[src/pkg/fmb_pkg.sv]
// constants, encodings and helper functions shared by the mailbox fifo block
package fmb_pkg;
    localparam int FMB_DEPTH = 64;
    localparam int FMB_WIDTH = 36;
    localparam int FMB_PTR_W = 7;
    localparam int FMB_BYTE_W = 9;
    localparam int FMB_NBYTES = 4;
    localparam logic [6:0] FMB_DEPTH_CNT = 7'h40;

    // almost-full / almost-empty offsets picked by the two strap inputs at reset release
    localparam logic [6:0] FMB_THR_PRESET0 = 7'h04;
    localparam logic [6:0] FMB_THR_PRESET1 = 7'h08;
    localparam logic [6:0] FMB_THR_PRESET2 = 7'h10;
    localparam logic [6:0] FMB_THR_PRESET3 = 7'h20;

    // port b width select encoding {select_1, select_0}
    localparam logic [1:0] FMB_SIZ_LONG = 2'h0;
    localparam logic [1:0] FMB_SIZ_BYTE = 2'h1;
    localparam logic [1:0] FMB_SIZ_WORD = 2'h2;
    localparam logic [1:0] FMB_SIZ_MAIL = 2'h3;

    // swap modes {swap_1, swap_0}
    localparam logic [1:0] FMB_SW_NONE = 2'h0;
    localparam logic [1:0] FMB_SW_BYTE = 2'h1;
    localparam logic [1:0] FMB_SW_WORD = 2'h2;
    localparam logic [1:0] FMB_SW_BYTEWORD = 2'h3;

    // ahb register map
    localparam logic [31:0] FMB_REG_CTRL = 32'h0000_0000;
    localparam logic [31:0] FMB_REG_STATUS = 32'h0000_0004;
    localparam logic [31:0] FMB_REG_LEVEL = 32'h0000_0008;
    localparam int FMB_CTRL_ODD_BIT = 0;
    localparam logic FMB_CTRL_ODD_RST = 1'b1;
    localparam int FMB_LEVEL_THR_POS = 8;

    localparam logic [35:0] FMB_ZERO36 = 36'h0_0000_0000;

    function automatic logic [35:0] fmb_swap(input logic [35:0] w, input logic [1:0] mode);
        case (mode)
            FMB_SW_BYTE: fmb_swap = {w[8:0], w[17:9], w[26:18], w[35:27]};
            FMB_SW_WORD: fmb_swap = {w[17:0], w[35:18]};
            FMB_SW_BYTEWORD: fmb_swap = {w[26:18], w[35:27], w[8:0], w[17:9]};
            default: fmb_swap = w;
        endcase
    endfunction

    // rewrite the top bit of every 9-bit byte with generated parity
    function automatic logic [35:0] fmb_gen_par(input logic [35:0] w, input logic odd);
        logic [35:0] r;
        r = w;
        for (int i = 0; i < FMB_NBYTES; i++) begin
            r[i*FMB_BYTE_W+8] = (^w[i*FMB_BYTE_W +: 8]) ^ odd;
        end
        fmb_gen_par = r;
    endfunction

    // per-byte parity check result, one bit per byte, high when the byte passes
    function automatic logic [3:0] fmb_chk_par(input logic [35:0] w, input logic odd);
        logic [3:0] r;
        r = 4'h0;
        for (int i = 0; i < FMB_NBYTES; i++) begin
            r[i] = ((^w[i*FMB_BYTE_W +: FMB_BYTE_W]) == odd);
        end
        fmb_chk_par = r;
    endfunction
endpackage

[src/fmb_top.sv]
// 64x36 fifo with two mailboxes, port b bus matching, parity and an ahb-lite control slave
`timescale 1ns/10ps

// Functional notes
// [RULE1] 64x36 store, written by A, read by B
// [RULE2] port clocks independent, asynchronous or coincident
// [RULE3] A access needs select low, qualifier high
// [RULE4] B access needs select low, qualifier high
// [RULE5] data drivers released while select high
// [RULE6] direction high writes, low reads, releases bus
// [RULE7] full/empty flags two-stage synced to ports
// [RULE8] almost-empty low when count at/below threshold
// [RULE9] almost-full low when free at/below threshold
// [RULE10] empty low blocks reads, rises second B edge
// [RULE11] full low blocks writes, rises after reset
// [RULE12] threshold straps captured at reset release
// [RULE13] A mailbox choose targets mailboxes, outputs mail two
// [RULE14] A mailbox write drops flag one, blocks rewrites
// [RULE15] B mailbox read raises flag one
// [RULE16] B mailbox write drops flag two, blocks rewrites
// [RULE17] A mailbox read raises flag two
// [RULE18] B widths long, word, byte, either endianness
// [RULE19] width latched one edge, applied next edge
// [RULE20] lane select low uses msb lanes
// [RULE21] swapping and sizing on B clock edges
// [RULE22] swap mode chosen at each long-word start
// [RULE23] parity sense picks odd or even
// [RULE24] A parity error low on failing byte
// [RULE25] A parity error forced high on generated read
// [RULE26] A mailbox read regenerates byte parity
// [RULE27] A FIFO write stores and advances pointer
// [RULE28] B FIFO read sizes data, advances per word
module fmb_top (
    input wire logic hclk,
    input wire logic hresetn,
    input wire logic hsel,
    input wire logic [31:0] haddr,
    input wire logic [1:0] htrans,
    input wire logic hwrite,
    input wire logic [2:0] hsize,
    input wire logic hready,
    input wire logic [31:0] hwdata,
    output logic [31:0] hrdata,
    output logic hreadyout,
    output logic hresp,
    input wire logic port_a_clock,
    input wire logic port_a_select_n,
    input wire logic port_a_access_qualifier,
    input wire logic port_a_direction,
    input wire logic port_a_mailbox_choose,
    input wire logic port_a_parity_generate,
    input wire logic [fmb_pkg::FMB_WIDTH-1:0] port_a_data_in,
    output logic [fmb_pkg::FMB_WIDTH-1:0] port_a_data_out,
    output logic port_a_data_oe_n,
    output logic port_a_parity_error_n,
    output logic full_flag_n,
    output logic almost_full_flag_n,
    output logic mail_one_flag_n,
    input wire logic port_b_clock,
    input wire logic port_b_select_n,
    input wire logic port_b_access_qualifier,
    input wire logic port_b_direction,
    input wire logic bus_width_select_0,
    input wire logic bus_width_select_1,
    input wire logic msb_lane_select,
    input wire logic lane_swap_select_0,
    input wire logic lane_swap_select_1,
    input wire logic port_b_parity_generate,
    input wire logic [fmb_pkg::FMB_WIDTH-1:0] port_b_data_in,
    output logic [fmb_pkg::FMB_WIDTH-1:0] port_b_data_out,
    output logic port_b_data_oe_n,
    output logic port_b_parity_error_n,
    output logic empty_flag_n,
    output logic almost_empty_flag_n,
    output logic mail_two_flag_n,
    input wire logic flag_threshold_select_0,
    input wire logic flag_threshold_select_1
);
    import fmb_pkg::*;

    logic a_prev_ff, b_prev_ff;
    logic [FMB_PTR_W-1:0] wr_ptr_ff, rd_ptr_ff;
    logic [FMB_WIDTH-1:0] mem_ff [FMB_DEPTH];
    logic [FMB_WIDTH-1:0] mail_one_ff, mail_two_ff, b_hold_ff, b_out_ff, a_out_ff;
    logic full_s1_ff, full_ff, afull_s1_ff, afull_ff;
    logic empty_s1_ff, empty_ff, aempty_s1_ff, aempty_ff;
    logic mail_one_ff_n, mail_two_ff_n;
    logic thr_done_ff;
    logic [6:0] thr_ff;
    logic [2:0] b_siz_lat_ff;
    logic [1:0] b_sub_ff, b_sw_ff;
    logic pe_a_ff, pe_b_ff;
    logic ctrl_odd_ff;
    logic ap_valid_ff, ap_write_ff;
    logic [31:0] ap_addr_ff, hrdata_ff;

    // port clocks arrive as synchronous inputs; each rising edge becomes a one-cycle enable
    wire a_edge = port_a_clock & ~a_prev_ff; // [RULE2]
    wire b_edge = port_b_clock & ~b_prev_ff; // [RULE2]
    wire odd = ctrl_odd_ff;

    // port a decode
    wire a_sel = ~port_a_select_n & port_a_access_qualifier; // [RULE3]
    wire a_wr = a_edge & a_sel & port_a_direction; // [RULE6]
    wire a_rd = a_edge & a_sel & ~port_a_direction; // [RULE6]
    wire a_mb_wr = a_wr & port_a_mailbox_choose & mail_one_ff_n; // [RULE13] [RULE14]
    wire a_mb_rd = a_rd & port_a_mailbox_choose; // [RULE13]
    wire a_fifo_req = a_wr & ~port_a_mailbox_choose;
    wire a_fifo_wr = a_fifo_req & full_ff; // [RULE11] [RULE27]

    // port b decode; mailbox choice follows the live width selects
    wire [1:0] b_siz_now = {bus_width_select_1, bus_width_select_0};
    wire b_sel = ~port_b_select_n & port_b_access_qualifier; // [RULE4]
    wire b_is_mail = (b_siz_now == FMB_SIZ_MAIL);
    wire b_mb_rd = b_edge & b_sel & ~port_b_direction & b_is_mail; // [RULE15]
    wire b_mb_wr = b_edge & b_sel & port_b_direction & b_is_mail & mail_two_ff_n; // [RULE16]
    wire b_fifo_req = b_edge & b_sel & ~port_b_direction & ~b_is_mail;
    wire b_fifo_rd = b_fifo_req & empty_ff; // [RULE10] [RULE28]

    // width and endianness in force were latched at the previous port b edge
    wire [1:0] b_siz = b_siz_lat_ff[1:0]; // [RULE19]
    wire b_little = b_siz_lat_ff[2];
    wire [1:0] b_last = (b_siz == FMB_SIZ_BYTE) ? 2'h3 :
                        (b_siz == FMB_SIZ_WORD) ? 2'h1 : 2'h0;
    wire b_word_done = b_fifo_rd & (b_sub_ff == b_last); // [RULE28]

    // occupancy, computed in one place so flags and pointers agree
    wire [6:0] count = wr_ptr_ff - rd_ptr_ff;
    wire [6:0] cnt_after_wr = count + {6'h00, a_fifo_wr};
    wire [6:0] cnt_after_rd = count - {6'h00, b_word_done};
    wire [6:0] free_after_wr = FMB_DEPTH_CNT - cnt_after_wr;
    wire not_full_nxt = (cnt_after_wr != FMB_DEPTH_CNT);
    wire not_afull_nxt = (free_after_wr > thr_ff); // [RULE9]
    wire not_empty_nxt = (cnt_after_rd != 7'h00);
    wire not_aempty_nxt = (cnt_after_rd > thr_ff); // [RULE8]

    // read data path: swap at the start of a long word, then pick the piece
    wire [1:0] sw_now = {lane_swap_select_1, lane_swap_select_0};
    wire [35:0] head_word = mem_ff[rd_ptr_ff[5:0]];
    wire [35:0] b_src = (b_sub_ff == 2'h0) ? fmb_swap(head_word, sw_now) : b_hold_ff; // [RULE22]
    wire b_half = b_little ? b_sub_ff[0] : ~b_sub_ff[0]; // [RULE20]
    wire [1:0] b_bidx = b_little ? b_sub_ff : 2'h3 - b_sub_ff; // [RULE20]
    wire [17:0] piece18 = b_half ? b_src[35:18] : b_src[17:0];
    wire [8:0] piece9 = b_src[b_bidx*FMB_BYTE_W +: FMB_BYTE_W];
    wire [35:0] b_word_lanes = b_little ? {18'h0_0000, piece18} : {piece18, 18'h0_0000}; // [RULE20]
    wire [35:0] b_byte_lanes = b_little ? {27'h000_0000, piece9} : {piece9, 27'h000_0000}; // [RULE20]
    wire [35:0] b_placed = (b_siz == FMB_SIZ_WORD) ? b_word_lanes :
                           (b_siz == FMB_SIZ_BYTE) ? b_byte_lanes : b_src; // [RULE18]
    wire [35:0] b_fifo_out = port_b_parity_generate ? fmb_gen_par(b_placed, odd) : b_placed;
    wire [35:0] b_mail_out = port_b_parity_generate ? fmb_gen_par(mail_one_ff, odd) : mail_one_ff;

    // parity checking; the trees are shared with generation, hence the forced-high cases
    wire a_pg_setup = ~port_a_select_n & port_a_access_qualifier & ~port_a_direction &
                      port_a_mailbox_choose & port_a_parity_generate;
    wire b_pg_setup = ~port_b_select_n & port_b_access_qualifier & ~port_b_direction &
                      b_is_mail & port_b_parity_generate;
    wire [3:0] a_par_ok = fmb_chk_par(port_a_data_in, odd); // [RULE23]
    wire [3:0] b_par_ok = fmb_chk_par(port_b_data_in, odd); // [RULE23]
    wire [3:0] b_valid = (b_siz == FMB_SIZ_WORD) ? (b_little ? 4'h3 : 4'hc) :
                         (b_siz == FMB_SIZ_BYTE) ? (b_little ? 4'h1 : 4'h8) : 4'hf;

    // ahb decode
    wire ap_take = hsel & htrans[1] & hready;
    wire dp_write = ap_valid_ff & ap_write_ff;
    wire [31:0] status_word = {26'h000_0000, mail_two_ff_n, mail_one_ff_n,
                               afull_ff, full_ff, aempty_ff, empty_ff};
    wire [31:0] level_word = {17'h0_0000, thr_ff, 1'b0, count};
    wire [31:0] rd_value = (haddr == FMB_REG_CTRL) ? {31'h0000_0000, ctrl_odd_ff} :
                           (haddr == FMB_REG_STATUS) ? status_word :
                           (haddr == FMB_REG_LEVEL) ? level_word : 32'h0000_0000;
    wire [6:0] thr_pick = ({flag_threshold_select_1, flag_threshold_select_0} == 2'h0) ?
                          FMB_THR_PRESET0 :
                          ({flag_threshold_select_1, flag_threshold_select_0} == 2'h1) ?
                          FMB_THR_PRESET1 :
                          ({flag_threshold_select_1, flag_threshold_select_0} == 2'h2) ?
                          FMB_THR_PRESET2 : FMB_THR_PRESET3;

    wire [FMB_PTR_W-1:0] nxt_wr_ptr = wr_ptr_ff + {6'h00, a_fifo_wr};
    wire [FMB_PTR_W-1:0] nxt_rd_ptr = rd_ptr_ff + {6'h00, b_word_done};

    assign hrdata = hrdata_ff;
    assign hreadyout = 1'b1;
    assign hresp = 1'b0;
    assign port_a_data_out = a_out_ff;
    assign port_b_data_out = b_out_ff;
    assign port_a_data_oe_n = port_a_select_n | port_a_direction; // [RULE5] [RULE6]
    assign port_b_data_oe_n = port_b_select_n | port_b_direction; // [RULE5] [RULE6]
    assign port_a_parity_error_n = pe_a_ff;
    assign port_b_parity_error_n = pe_b_ff;
    assign full_flag_n = full_ff;
    assign almost_full_flag_n = afull_ff;
    assign empty_flag_n = empty_ff;
    assign almost_empty_flag_n = aempty_ff;
    assign mail_one_flag_n = mail_one_ff_n;
    assign mail_two_flag_n = mail_two_ff_n;

    always_ff @(posedge hclk or negedge hresetn) begin
        if (!hresetn) begin
            a_prev_ff <= 1'b1;
            b_prev_ff <= 1'b1;
        end else begin
            a_prev_ff <= port_a_clock;
            b_prev_ff <= port_b_clock;
        end
    end

    // storage written one entry per slot
    genvar gi;
    generate
        for (gi = 0; gi < FMB_DEPTH; gi++) begin : g_mem
            always_ff @(posedge hclk) begin
                if (a_fifo_wr && (wr_ptr_ff[5:0] == 6'(gi))) begin // [RULE1] [RULE27]
                    mem_ff[gi] <= port_a_data_in;
                end
            end
        end
    endgenerate

    always_ff @(posedge hclk or negedge hresetn) begin
        if (!hresetn) begin
            wr_ptr_ff <= 7'h00;
            rd_ptr_ff <= 7'h00;
        end else begin
            wr_ptr_ff <= nxt_wr_ptr; // [RULE27]
            rd_ptr_ff <= nxt_rd_ptr; // [RULE28]
        end
    end

    // flags fall on the edge that causes them, but rise only after two port edges
    always_ff @(posedge hclk or negedge hresetn) begin
        if (!hresetn) begin
            full_s1_ff <= 1'b0;
            full_ff <= 1'b0;
            afull_s1_ff <= 1'b1;
            afull_ff <= 1'b1;
        end else if (a_edge) begin
            full_s1_ff <= not_full_nxt; // [RULE7]
            full_ff <= not_full_nxt & full_s1_ff; // [RULE7] [RULE11]
            afull_s1_ff <= not_afull_nxt;
            afull_ff <= not_afull_nxt & afull_s1_ff; // [RULE9]
        end
    end

    always_ff @(posedge hclk or negedge hresetn) begin
        if (!hresetn) begin
            empty_s1_ff <= 1'b0;
            empty_ff <= 1'b0;
            aempty_s1_ff <= 1'b0;
            aempty_ff <= 1'b0;
        end else if (b_edge) begin
            empty_s1_ff <= not_empty_nxt; // [RULE7]
            empty_ff <= not_empty_nxt & empty_s1_ff; // [RULE7] [RULE10]
            aempty_s1_ff <= not_aempty_nxt;
            aempty_ff <= not_aempty_nxt & aempty_s1_ff; // [RULE8]
        end
    end

    // straps are sampled by the first clock after reset release
    always_ff @(posedge hclk or negedge hresetn) begin
        if (!hresetn) begin
            thr_done_ff <= 1'b0;
            thr_ff <= FMB_THR_PRESET0;
        end else if (!thr_done_ff) begin
            thr_done_ff <= 1'b1;
            thr_ff <= thr_pick; // [RULE12]
        end
    end

    // a new write beats a release in the same cycle so mail is never lost
    always_ff @(posedge hclk or negedge hresetn) begin
        if (!hresetn) begin
            mail_one_ff_n <= 1'b1;
            mail_two_ff_n <= 1'b1;
            mail_one_ff <= FMB_ZERO36;
            mail_two_ff <= FMB_ZERO36;
        end else begin
            if (a_mb_wr) begin
                mail_one_ff <= port_a_data_in; // [RULE14]
                mail_one_ff_n <= 1'b0; // [RULE14]
            end else if (b_mb_rd) begin
                mail_one_ff_n <= 1'b1; // [RULE15]
            end
            if (b_mb_wr) begin
                mail_two_ff <= port_b_data_in; // [RULE16]
                mail_two_ff_n <= 1'b0; // [RULE16]
            end else if (a_mb_rd) begin
                mail_two_ff_n <= 1'b1; // [RULE17]
            end
        end
    end

    always_ff @(posedge hclk or negedge hresetn) begin
        if (!hresetn) begin
            b_siz_lat_ff <= {1'b0, FMB_SIZ_LONG};
            b_sub_ff <= 2'h0;
            b_sw_ff <= FMB_SW_NONE;
            b_hold_ff <= FMB_ZERO36;
            b_out_ff <= FMB_ZERO36;
        end else if (b_edge) begin
            b_siz_lat_ff <= {msb_lane_select, b_siz_now}; // [RULE19] [RULE21]
            if (b_mb_rd) begin
                b_out_ff <= b_mail_out;
            end else if (b_fifo_rd) begin
                b_out_ff <= b_fifo_out; // [RULE18] [RULE21]
                b_sub_ff <= b_word_done ? 2'h0 : b_sub_ff + 2'h1;
                if (b_sub_ff == 2'h0) begin
                    b_hold_ff <= b_src; // [RULE22]
                    b_sw_ff <= sw_now;
                end
            end
        end
    end

    always_ff @(posedge hclk or negedge hresetn) begin
        if (!hresetn) begin
            a_out_ff <= FMB_ZERO36;
            pe_a_ff <= 1'b1;
            pe_b_ff <= 1'b1;
        end else begin
            a_out_ff <= port_a_parity_generate ? fmb_gen_par(mail_two_ff, odd) : mail_two_ff; // [RULE13] [RULE26]
            pe_a_ff <= a_pg_setup | (&a_par_ok); // [RULE24] [RULE25]
            pe_b_ff <= b_pg_setup | (&(b_par_ok | ~b_valid));
        end
    end

    // zero-wait ahb-lite slave; read data is registered during the address phase
    always_ff @(posedge hclk or negedge hresetn) begin
        if (!hresetn) begin
            ap_valid_ff <= 1'b0;
            ap_write_ff <= 1'b0;
            ap_addr_ff <= 32'h0000_0000;
            hrdata_ff <= 32'h0000_0000;
            ctrl_odd_ff <= FMB_CTRL_ODD_RST;
        end else begin
            ap_valid_ff <= ap_take;
            ap_write_ff <= hwrite;
            ap_addr_ff <= haddr;
            if (ap_take && !hwrite) begin
                hrdata_ff <= rd_value;
            end
            if (dp_write && (ap_addr_ff == FMB_REG_CTRL)) begin
                ctrl_odd_ff <= hwdata[FMB_CTRL_ODD_BIT]; // [RULE23]
            end
        end
    end

    a_wr_blocked: assert property (@(posedge hclk) disable iff (!hresetn) // [RULE11]
        (a_fifo_req && !full_flag_n) |=> $stable(wr_ptr_ff))
        else $error("fifo write taken while full");
    a_rd_blocked: assert property (@(posedge hclk) disable iff (!hresetn) // [RULE10]
        (b_fifo_req && !empty_flag_n) |=> $stable(rd_ptr_ff))
        else $error("fifo read taken while empty");
    a_mail_one_set: assert property (@(posedge hclk) disable iff (!hresetn) // [RULE14]
        (a_wr && port_a_mailbox_choose && mail_one_flag_n) |=>
        (!mail_one_flag_n && mail_one_ff == $past(port_a_data_in)))
        else $error("mailbox one write not captured");
    a_mail_one_free: assert property (@(posedge hclk) disable iff (!hresetn) // [RULE15]
        (b_mb_rd && !a_mb_wr) |=> mail_one_flag_n)
        else $error("mailbox one flag not released");
    a_mail_two_hold: assert property (@(posedge hclk) disable iff (!hresetn) // [RULE16]
        (!mail_two_flag_n && !a_mb_rd) |=> ($stable(mail_two_ff) && !mail_two_flag_n))
        else $error("mailbox two changed while full");
    a_mail_two_free: assert property (@(posedge hclk) disable iff (!hresetn) // [RULE17]
        (a_mb_rd && !b_mb_wr) |=> mail_two_flag_n)
        else $error("mailbox two flag not released");
    a_aempty_level: assert property (@(posedge hclk) disable iff (!hresetn) // [RULE8]
        almost_empty_flag_n |-> (count > thr_ff))
        else $error("almost empty high at or below threshold");
    a_afull_level: assert property (@(posedge hclk) disable iff (!hresetn) // [RULE9]
        almost_full_flag_n |-> ((FMB_DEPTH_CNT - count) > thr_ff))
        else $error("almost full high at or below free threshold");
    a_empty_rise: assert property (@(posedge hclk) disable iff (!hresetn) // [RULE10]
        (b_edge && !empty_flag_n && !empty_s1_ff && count != 7'h00 && !b_word_done) |=>
        (!empty_flag_n && empty_s1_ff))
        else $error("empty flag rose before second port b edge");
endmodule

[config.mk]
export PLATFORM = sky130hd
export DESIGN_NAME = fmb_top
export DESIGN_NICKNAME = d
export VERILOG_FILES = /design/src/pkg/fmb_pkg.sv /design/src/fmb_top.sv
export SDC_FILE = /design/constraint.sdc
export NUM_CORES = 2
export LEC_CHECK = 0
export BUFFER_PORTS_ARGS = -buffer_cell sky130_fd_sc_hd__buf_2
export CORE_MARGIN = 2
export CORE_UTILIZATION = 30
export DETAILED_ROUTE_END_ITERATION = 10
export PLACE_DENSITY_LB_ADDON = 0.15
export SLEW_MARGIN = 20
export SYNTH_ARGS = -nofsm -noshare
export SYNTH_HDL_FRONTEND = slang
export SYNTH_SLANG_ARGS = --single-unit
export TNS_END_PERCENT = 1
[constraint.sdc]
create_clock -name hclk -period 8.4 [get_ports hclk]
set_input_delay 0 -clock hclk [delete_from_list [all_inputs] [get_ports hclk]]
set_output_delay 0 -clock hclk [all_outputs]
set_load 0.01 [all_outputs]
Yosys cells after proc, flatten, opt, wreduce, memory -nomap -nowiden:

Memories as Yosys holds them, arrays and structs flattened.
Index checks and enable logic that the tools add are counted.

* memory bits (writable): 2304
* bits in registers: 288
* word-level logic and storage cells: 700
* input bits: 164
* output and inout bits: 116
* memories: 1

Memories
* mem_ff: depth 64, width 36, read ports 1, clocked after memory_dff 0, wr ports 1, RTL line fmb_top.sv:83 `logic [FMB_WIDTH-1:0] mem_ff [FMB_DEPTH];`

* reductions and logical operators: 164
* multiplexer cells: 348
* shift-type cells: 1
* $add $sub $neg: 8
* $mul: 1
* $lt $le $gt $ge: 2
* equal/unequal tests: 83
* bitwise operators: 62

Operators by type and width (number)
* $mux W36: 73
* $reduce_or A36 Y1: 63
* $mux W6: 66
* $mux W1: 197
* $eq A6 B6 Y1 const B: 32
* $pmux W36 S3: 1
* $eq A6 B5 Y1 const B: 16
* $reduce_xor A8 Y1: 12
* $reduce_xor A9 Y1: 8
* $logic_and A1 B1 Y1: 66
* $logic_not A32 Y1: 2
* $eq A6 B4 Y1 const B: 8
* $mux W15: 3
* $shiftx A36 B7 Y9: 1
* $and A1 B1 Y1: 34
* $eq A32 B3 Y1 const B: 1
* $eq A32 B4 Y1 const B: 1
* $eq A6 B3 Y1 const B: 4
* $add A7 B1 Y7: 3
* $mux W18: 1
* $mux W4: 4
* $gt A7 B7 Y1: 2
* $eq A6 B2 Y1 const B: 2
* $reduce_and A4 Y1: 3
* 25 further kinds: 66

Logic depth before layout (Yosys ltp):

* depth in word-level cells: 73
* mapped depth: 22
* depth with buffers taken out: 17

Worst setup path after synthesis:

Ideal clock, no wire load.

* path type: register to register
* start point: reg rd_ptr_ff[1]
* end point: reg afull_ff (netlist: almost_full_flag_n)
* data required time: 8.321 ns
* clock period less this slack: 4.595 ns
* path buffers: 6
* cell stages (with the launch flop): 20
* setup time: 0.079 ns
* slack: 3.805 ns
* arrival: 4.517 ns
* cell sequence: dfrtp_1 -> buf_2 -> buf_6 -> buf_4 -> inv_1 -> clkbuf_1 -> buf_2 -> buf_1 -> fa_1 -> ha_1 -> nor2_1 -> o21ai_1 -> or4b_2 -> o31ai_1 -> xnor2_1 -> ha_1 -> and3_1 -> a31oi_1 -> a21oi_1 -> o21ai_0

* cells in the longest elaborated chain, start to end: 5

RTL lines
* from (decl): RTL line fmb_top.sv:82 `logic [FMB_PTR_W-1:0] wr_ptr_ff, rd_ptr_ff;`
* from (signal assigned): RTL line fmb_top.sv:225 `rd_ptr_ff <= nxt_rd_ptr;`
* $sub A7 B7 Y7: RTL line fmb_top.sv:128 `wire [6:0] count = wr_ptr_ff - rd_ptr_ff;`
* $add A7 B1 Y7: RTL line fmb_top.sv:129 `wire [6:0] cnt_after_wr = count + {6'h00, a_fifo_wr};`
* $sub A7 B7 Y7: RTL line fmb_top.sv:131 `wire [6:0] free_after_wr = FMB_DEPTH_CNT - cnt_after_wr;`
* $gt A7 B7 Y1: RTL line fmb_top.sv:133 `wire not_afull_nxt = (free_after_wr > thr_ff);`
* $and A1 B1 Y1: RTL line fmb_top.sv:240 `afull_ff <= not_afull_nxt & afull_s1_ff;`
* to (signal assigned): RTL line fmb_top.sv:240
* to (decl): RTL line fmb_top.sv:85 `logic full_s1_ff, full_ff, afull_s1_ff, afull_ff;`

No other way between the ends.
A chain may end at the register's enable or synchronous reset.

Worst setup path after layout:

* start point: reg rd_ptr_ff[0]
* end point: reg b_out_ff[8] (netlist: port_b_data_out[8])

* cells in the longest elaborated chain, start to end: 12
* elaborated cells between the ends (all ways): 14
* those cells by class: 1 x shift; 10 x mux; 1 x bitwise; 1 x reduce/logical; 1 x memory

RTL lines
* $mem_v2 Z64 W36 (*)
* $pmux W36 S3 (*): RTL line fmb_pkg.sv:39 `case (mode)`
* $mux W36 (*): RTL line fmb_top.sv:140 `wire [35:0] b_src = (b_sub_ff == 2'h0) ? fmb_swap(head_word, sw_now) : b_hold_ff;`
* $shiftx A36 B7 Y9: RTL line fmb_top.sv:144 `wire [8:0] piece9 = b_src[b_bidx*FMB_BYTE_W +: FMB_BYTE_W];`
* $mux W36: RTL line fmb_top.sv:146 `wire [35:0] b_byte_lanes = b_little ? {27'h000_0000, piece9} : {piece9, 27'h000_0000};`
* $mux W36: RTL line fmb_top.sv:148 `(b_siz == FMB_SIZ_BYTE) ? b_byte_lanes : b_src;`
* $mux W36 (*): RTL line fmb_top.sv:147 `wire [35:0] b_placed = (b_siz == FMB_SIZ_WORD) ? b_word_lanes :`
* $reduce_xor A8 Y1: RTL line fmb_pkg.sv:52 `r[i*FMB_BYTE_W+8] = (^w[i*FMB_BYTE_W +: 8]) ^ odd;`
* $xor A1 B1 Y1: RTL line fmb_pkg.sv:52
* $mux W36 (*): RTL line fmb_top.sv:149 `wire [35:0] b_fifo_out = port_b_parity_generate ? fmb_gen_par(b_placed, odd) : b_placed;`
* $mux W36 (*): RTL line fmb_top.sv:303 `end else if (b_fifo_rd) begin`
* $mux W36 (*): RTL line fmb_top.sv:301 `if (b_mb_rd) begin`
* to (signal assigned): RTL line fmb_top.sv:302 `b_out_ff <= b_mail_out;`
* to (signal assigned): RTL line fmb_top.sv:304 `b_out_ff <= b_fifo_out;`
* to (decl): RTL line fmb_top.sv:84 `logic [FMB_WIDTH-1:0] mail_one_ff, mail_two_ff, b_hold_ff, b_out_ff, a_out_ff;`

Mark *: on every way between the ends. The rest lies on a longest branch, timed or not. The select of a mux whose other input is x is not followed.

==> results.py <==
metrics = {
    "sta": {
        "setup_tns_ps": 0,
        "min_period_ps": 7120,
        "fmax_mhz": 140,
        "final_max_slew_viol_count": 0,
        "finalCritPeriodShare": 0.848,
        "rsz0062_at_grt": "no",
        "finalHoldViolCount": 0,
        "worst_slack_ps": 1280,
        "max_slew_margin": 0.123,
        "setup_viol": 0,
        "fin_skew_ps": 38.8,
        "tightest_slew_ps": 1320,
    },
    "yosys": {
        "ys.flop_type": "edfxtp_1",
        "synthCells": 5521,
        "synth_area_leaders": "edfxtp_1 (67%), mux4_2 (11%), dfrtp_1 (6.1%), mux2i_1 (3.0%), mux2_2 (1.4%)",
        "synth_top_area_frac": 0.669,
        "async_flop_share": 0.103,
        "synth_cell_types": 89,
        "yosysTopAreaCell": "edfxtp_1",
        "syn_area_um2": 103000,
        "yosys_warnings": 0,
        "syn_avg_cell_area_um2": 18.7,
        "yosysSeqAreaShare": 0.733,
        "ys_seq_elements": 2568,
        "synth-edff-count": 2304,
    },
    "route": {
        "drt-total-wl_um": 364000,
        "dr.first_iter.drc_count": 6410,
        "postRouteAntennaNets": 0,
        "drc": 0,
        "dr.pass1.iters": 5,
        "wl_per_cell_um": 33.0,
        "vias": 57930,
        "vias_per_cell": 5.25,
    },
    "grt": {
        "antenna_found_initial": 28,
        "grt_max_degree": 79,
        "grt_pass1_vias": 58172,
        "grt-ovfl-total": 0,
        "grt_pass1_wl_um": 496000,
        "grt_usage": 0.205,
    },
    "placement": {
        "gp_congestion": 0.844,
        "dp_worst_setup_slack_ps": 1890,
        "hpwl_um": 211000,
        "numPortBuffers": 221,
        "placed_area_um2": 111000,
    },
    "clock_tree": {
        "root_buffer": "clkbuf_16",
        "insertion_delay_ps": 910,
        "clk_pin_slew_ps": 50,
        "htree_levels": 5,
        "postCtsSetupBuffers": 0,
        "clock_sinks": 2568,
        "cts_tree": "built",
        "postCtsResizedCells": 0,
        "cts_buffers": 294,
        "ctsLongestPathBuffers": 4,
    },
    "power": {
        "p_switching_mw": 7.87,
        "pwr-share-comb": 0.135,
        "power_frac_clock": 0.403,
        "ir_drop_mv": 0.143,
        "powerDensity_nw_per_um2": 250,
        "p_leak_nw": 40.1,
        "pwr-share-seq": 0.462,
        "p_total_mw": 30.7,
        "p_sw_frac": 0.256,
        "internal-power_mw": 22.8,
    },
    "final_layout": {
        "fillers": 32099,
        "drive_gt1_frac": 0.249,
        "final_nets": 6422,
        "post-route-util": 0.358,
        "syn_to_final_growth_pct": 18.7,
        "most-common-layout-cells": "edfxtp_1 (2304), mux4_2 (485), mux2i_1 (309)",
        "final_common_cell": "edfxtp_1",
        "final_area_um2": 123000,
    },
    "run_status": {
        "status": "finished clean",
    },
    "die": {
        "io_pins": 280,
        "coreArea_um2": 343000,
        "fp.dieH_um": 591,
        "dieArea_um2": 349000,
        "rows": 215,
        "die_x_um": 591,
        "initial_core_util": 0.302,
    },
    "setup_path": {
        "critical_path_arrival_ps": 7960,
        "crit_fanout": 29,
        "start_kind": "flip-flop",
        "cp.required_ps": 9240,
        "end_kind": "flip-flop",
        "critPathKind": "flip-flop to flip-flop",
    },
    "min_path": {
        "worstHoldPathType": "input port to flip-flop",
    },
    "job": {
        "maxCapViolCount": 0,
    },
}
[metrics by stage]
step                      hold slack (ps)  cells
after floorplan                      -296   5543
after global placement               29.3  10251
after detailed placement             37.0  10253
after CTS                            1.93  11022
after global routing                 52.3  11024
final                                58.0  11027
[cells by family (layout without fill, tap and decap cells)]
| family | Yosys count | in the layout | share of synthesized area |
|---|---|---|---|
| XOR/XNOR | 193 | 193 | 0.0173 |
| flip-flops | 2568 | 2568 | 0.733 |
| adder cells (fa/ha/maj) | 25 | 25 | 0.00310 |
| AO/OA/AOI/OAI | 670 | 670 | 0.0435 |
| other | 2 | 29 | 0.0000726 |
| buffers and inverters | 351 | 1273 | 0.0186 |
| AND/OR/NAND/NOR | 784 | 784 | 0.0342 |
| multiplexers | 928 | 928 | 0.150 |
[flip-flops by register name, summed over array words and instances (netlist names), 2 cells and up]
| register | cells |
|---|---|
| thr_ff | 4 |
| port_a_data_out | 36 |
| b_siz_lat_ff | 3 |
| ap_addr_ff | 32 |
| rd_ptr_ff | 7 |
| mem_ff | 2304 |
| hrdata | 11 |
| mail_two_ff | 36 |
| port_b_data_out | 36 |
| b_sub_ff | 2 |
| b_hold_ff | 36 |
| wr_ptr_ff | 7 |
| mail_one_ff | 36 |
[power by group through the flow]
stage               Combinational [mW]  Sequential [mW]  Clock [mW]
CTS                               4.17             14.2        12.6
global route                      4.42             14.2        13.1
floorplan                         2.73             14.4           0
finish                            4.14             14.2        12.4
global placement                  4.05             14.5           0
detailed placement                4.06             14.5           0
[cell usage after synthesis, types with 69 or more instances]
master / n
buf_2: 76
mux2i_1: 309
a22oi_1: 69
mux2_2: 132
clkbuf_1: 120
dfrtp_1: 254
mux4_2: 485
a21oi_1: 116
nand2_1: 296
o22ai_1: 119
nor3_1: 71
xnor2_1: 143
o21ai_0: 95
nor2_1: 204
edfxtp_1: 2304
[timing repair]
action / CTS / global route
endpoints found under the hold margin: 1844 / 0
hold buffers: 241 / 0
setup endpoints to repair: 0 / 0
[worst paths after layout]
kind	depth (start not counted)	slack (ps)	endpoint	from
min reg2reg	0	400	port_a_data_out[1]$_DFF_PN0_	mail_two_ff[1]$_DFFE_PN0P_
max in group asynchronous	4	7150	rd_ptr_ff[0]$_DFF_PN0_	hresetn
max reg2reg	16	1280	port_b_data_out[8]$_DFFE_PN0P_	rd_ptr_ff[0]$_DFF_PN0_
min	5	60	mail_two_ff[0]$_DFFE_PN0P_	port_b_select_n
min in group asynchronous	3	220	port_b_parity_error_n$_DFF_PN1_	hresetn
max	16	1280	port_b_data_out[8]$_DFFE_PN0P_	rd_ptr_ff[0]$_DFF_PN0_
[worst max-delay path, stage by stage, from the launching register on]
cell and delay, ps:
dfrtp_4 970, buf_12 350, buf_4 410, mux4_2 550, a22oi_1 380, nand3_1 130
a21oi_1 1010, nor2_1 170, mux4_2 550, mux2i_1 380, mux2i_1 180, mux2_2 320
a21oi_2 200, xor2_1 170, xnor3_1 420, a31oi_1 160, dlygate4sd3_1 560
[routing by layer]
| metal | routed length, um | GRT usage | share of wire |
|---|---|---|---|
| met4 | 8620 | 0.0490 | 0.024 |
| met1 | 162000 | 0.291 | 0.44 |
| met3 | 22600 | 0.0292 | 0.062 |
| met2 | 171000 | 0.332 | 0.47 |
| met5 | 0 | 0 | 0 |
[final cells by class]
type | instances | area [um^2] | area share
repair buffers | 713 | 5620 | 0.0458
multi-input cells | 2624 | 26400 | 0.215
well taps | 4557 | 5700 | 0.0464
clock inverters | 144 | 1270 | 0.0104
diodes | 5 | 12.5 | 0.000102
clock buffers | 384 | 7880 | 0.0642
inverters | 32 | 121 | 0.000988
flip-flops and latches | 2568 | 75800 | 0.617
Power figures use the tool's default switching activity.
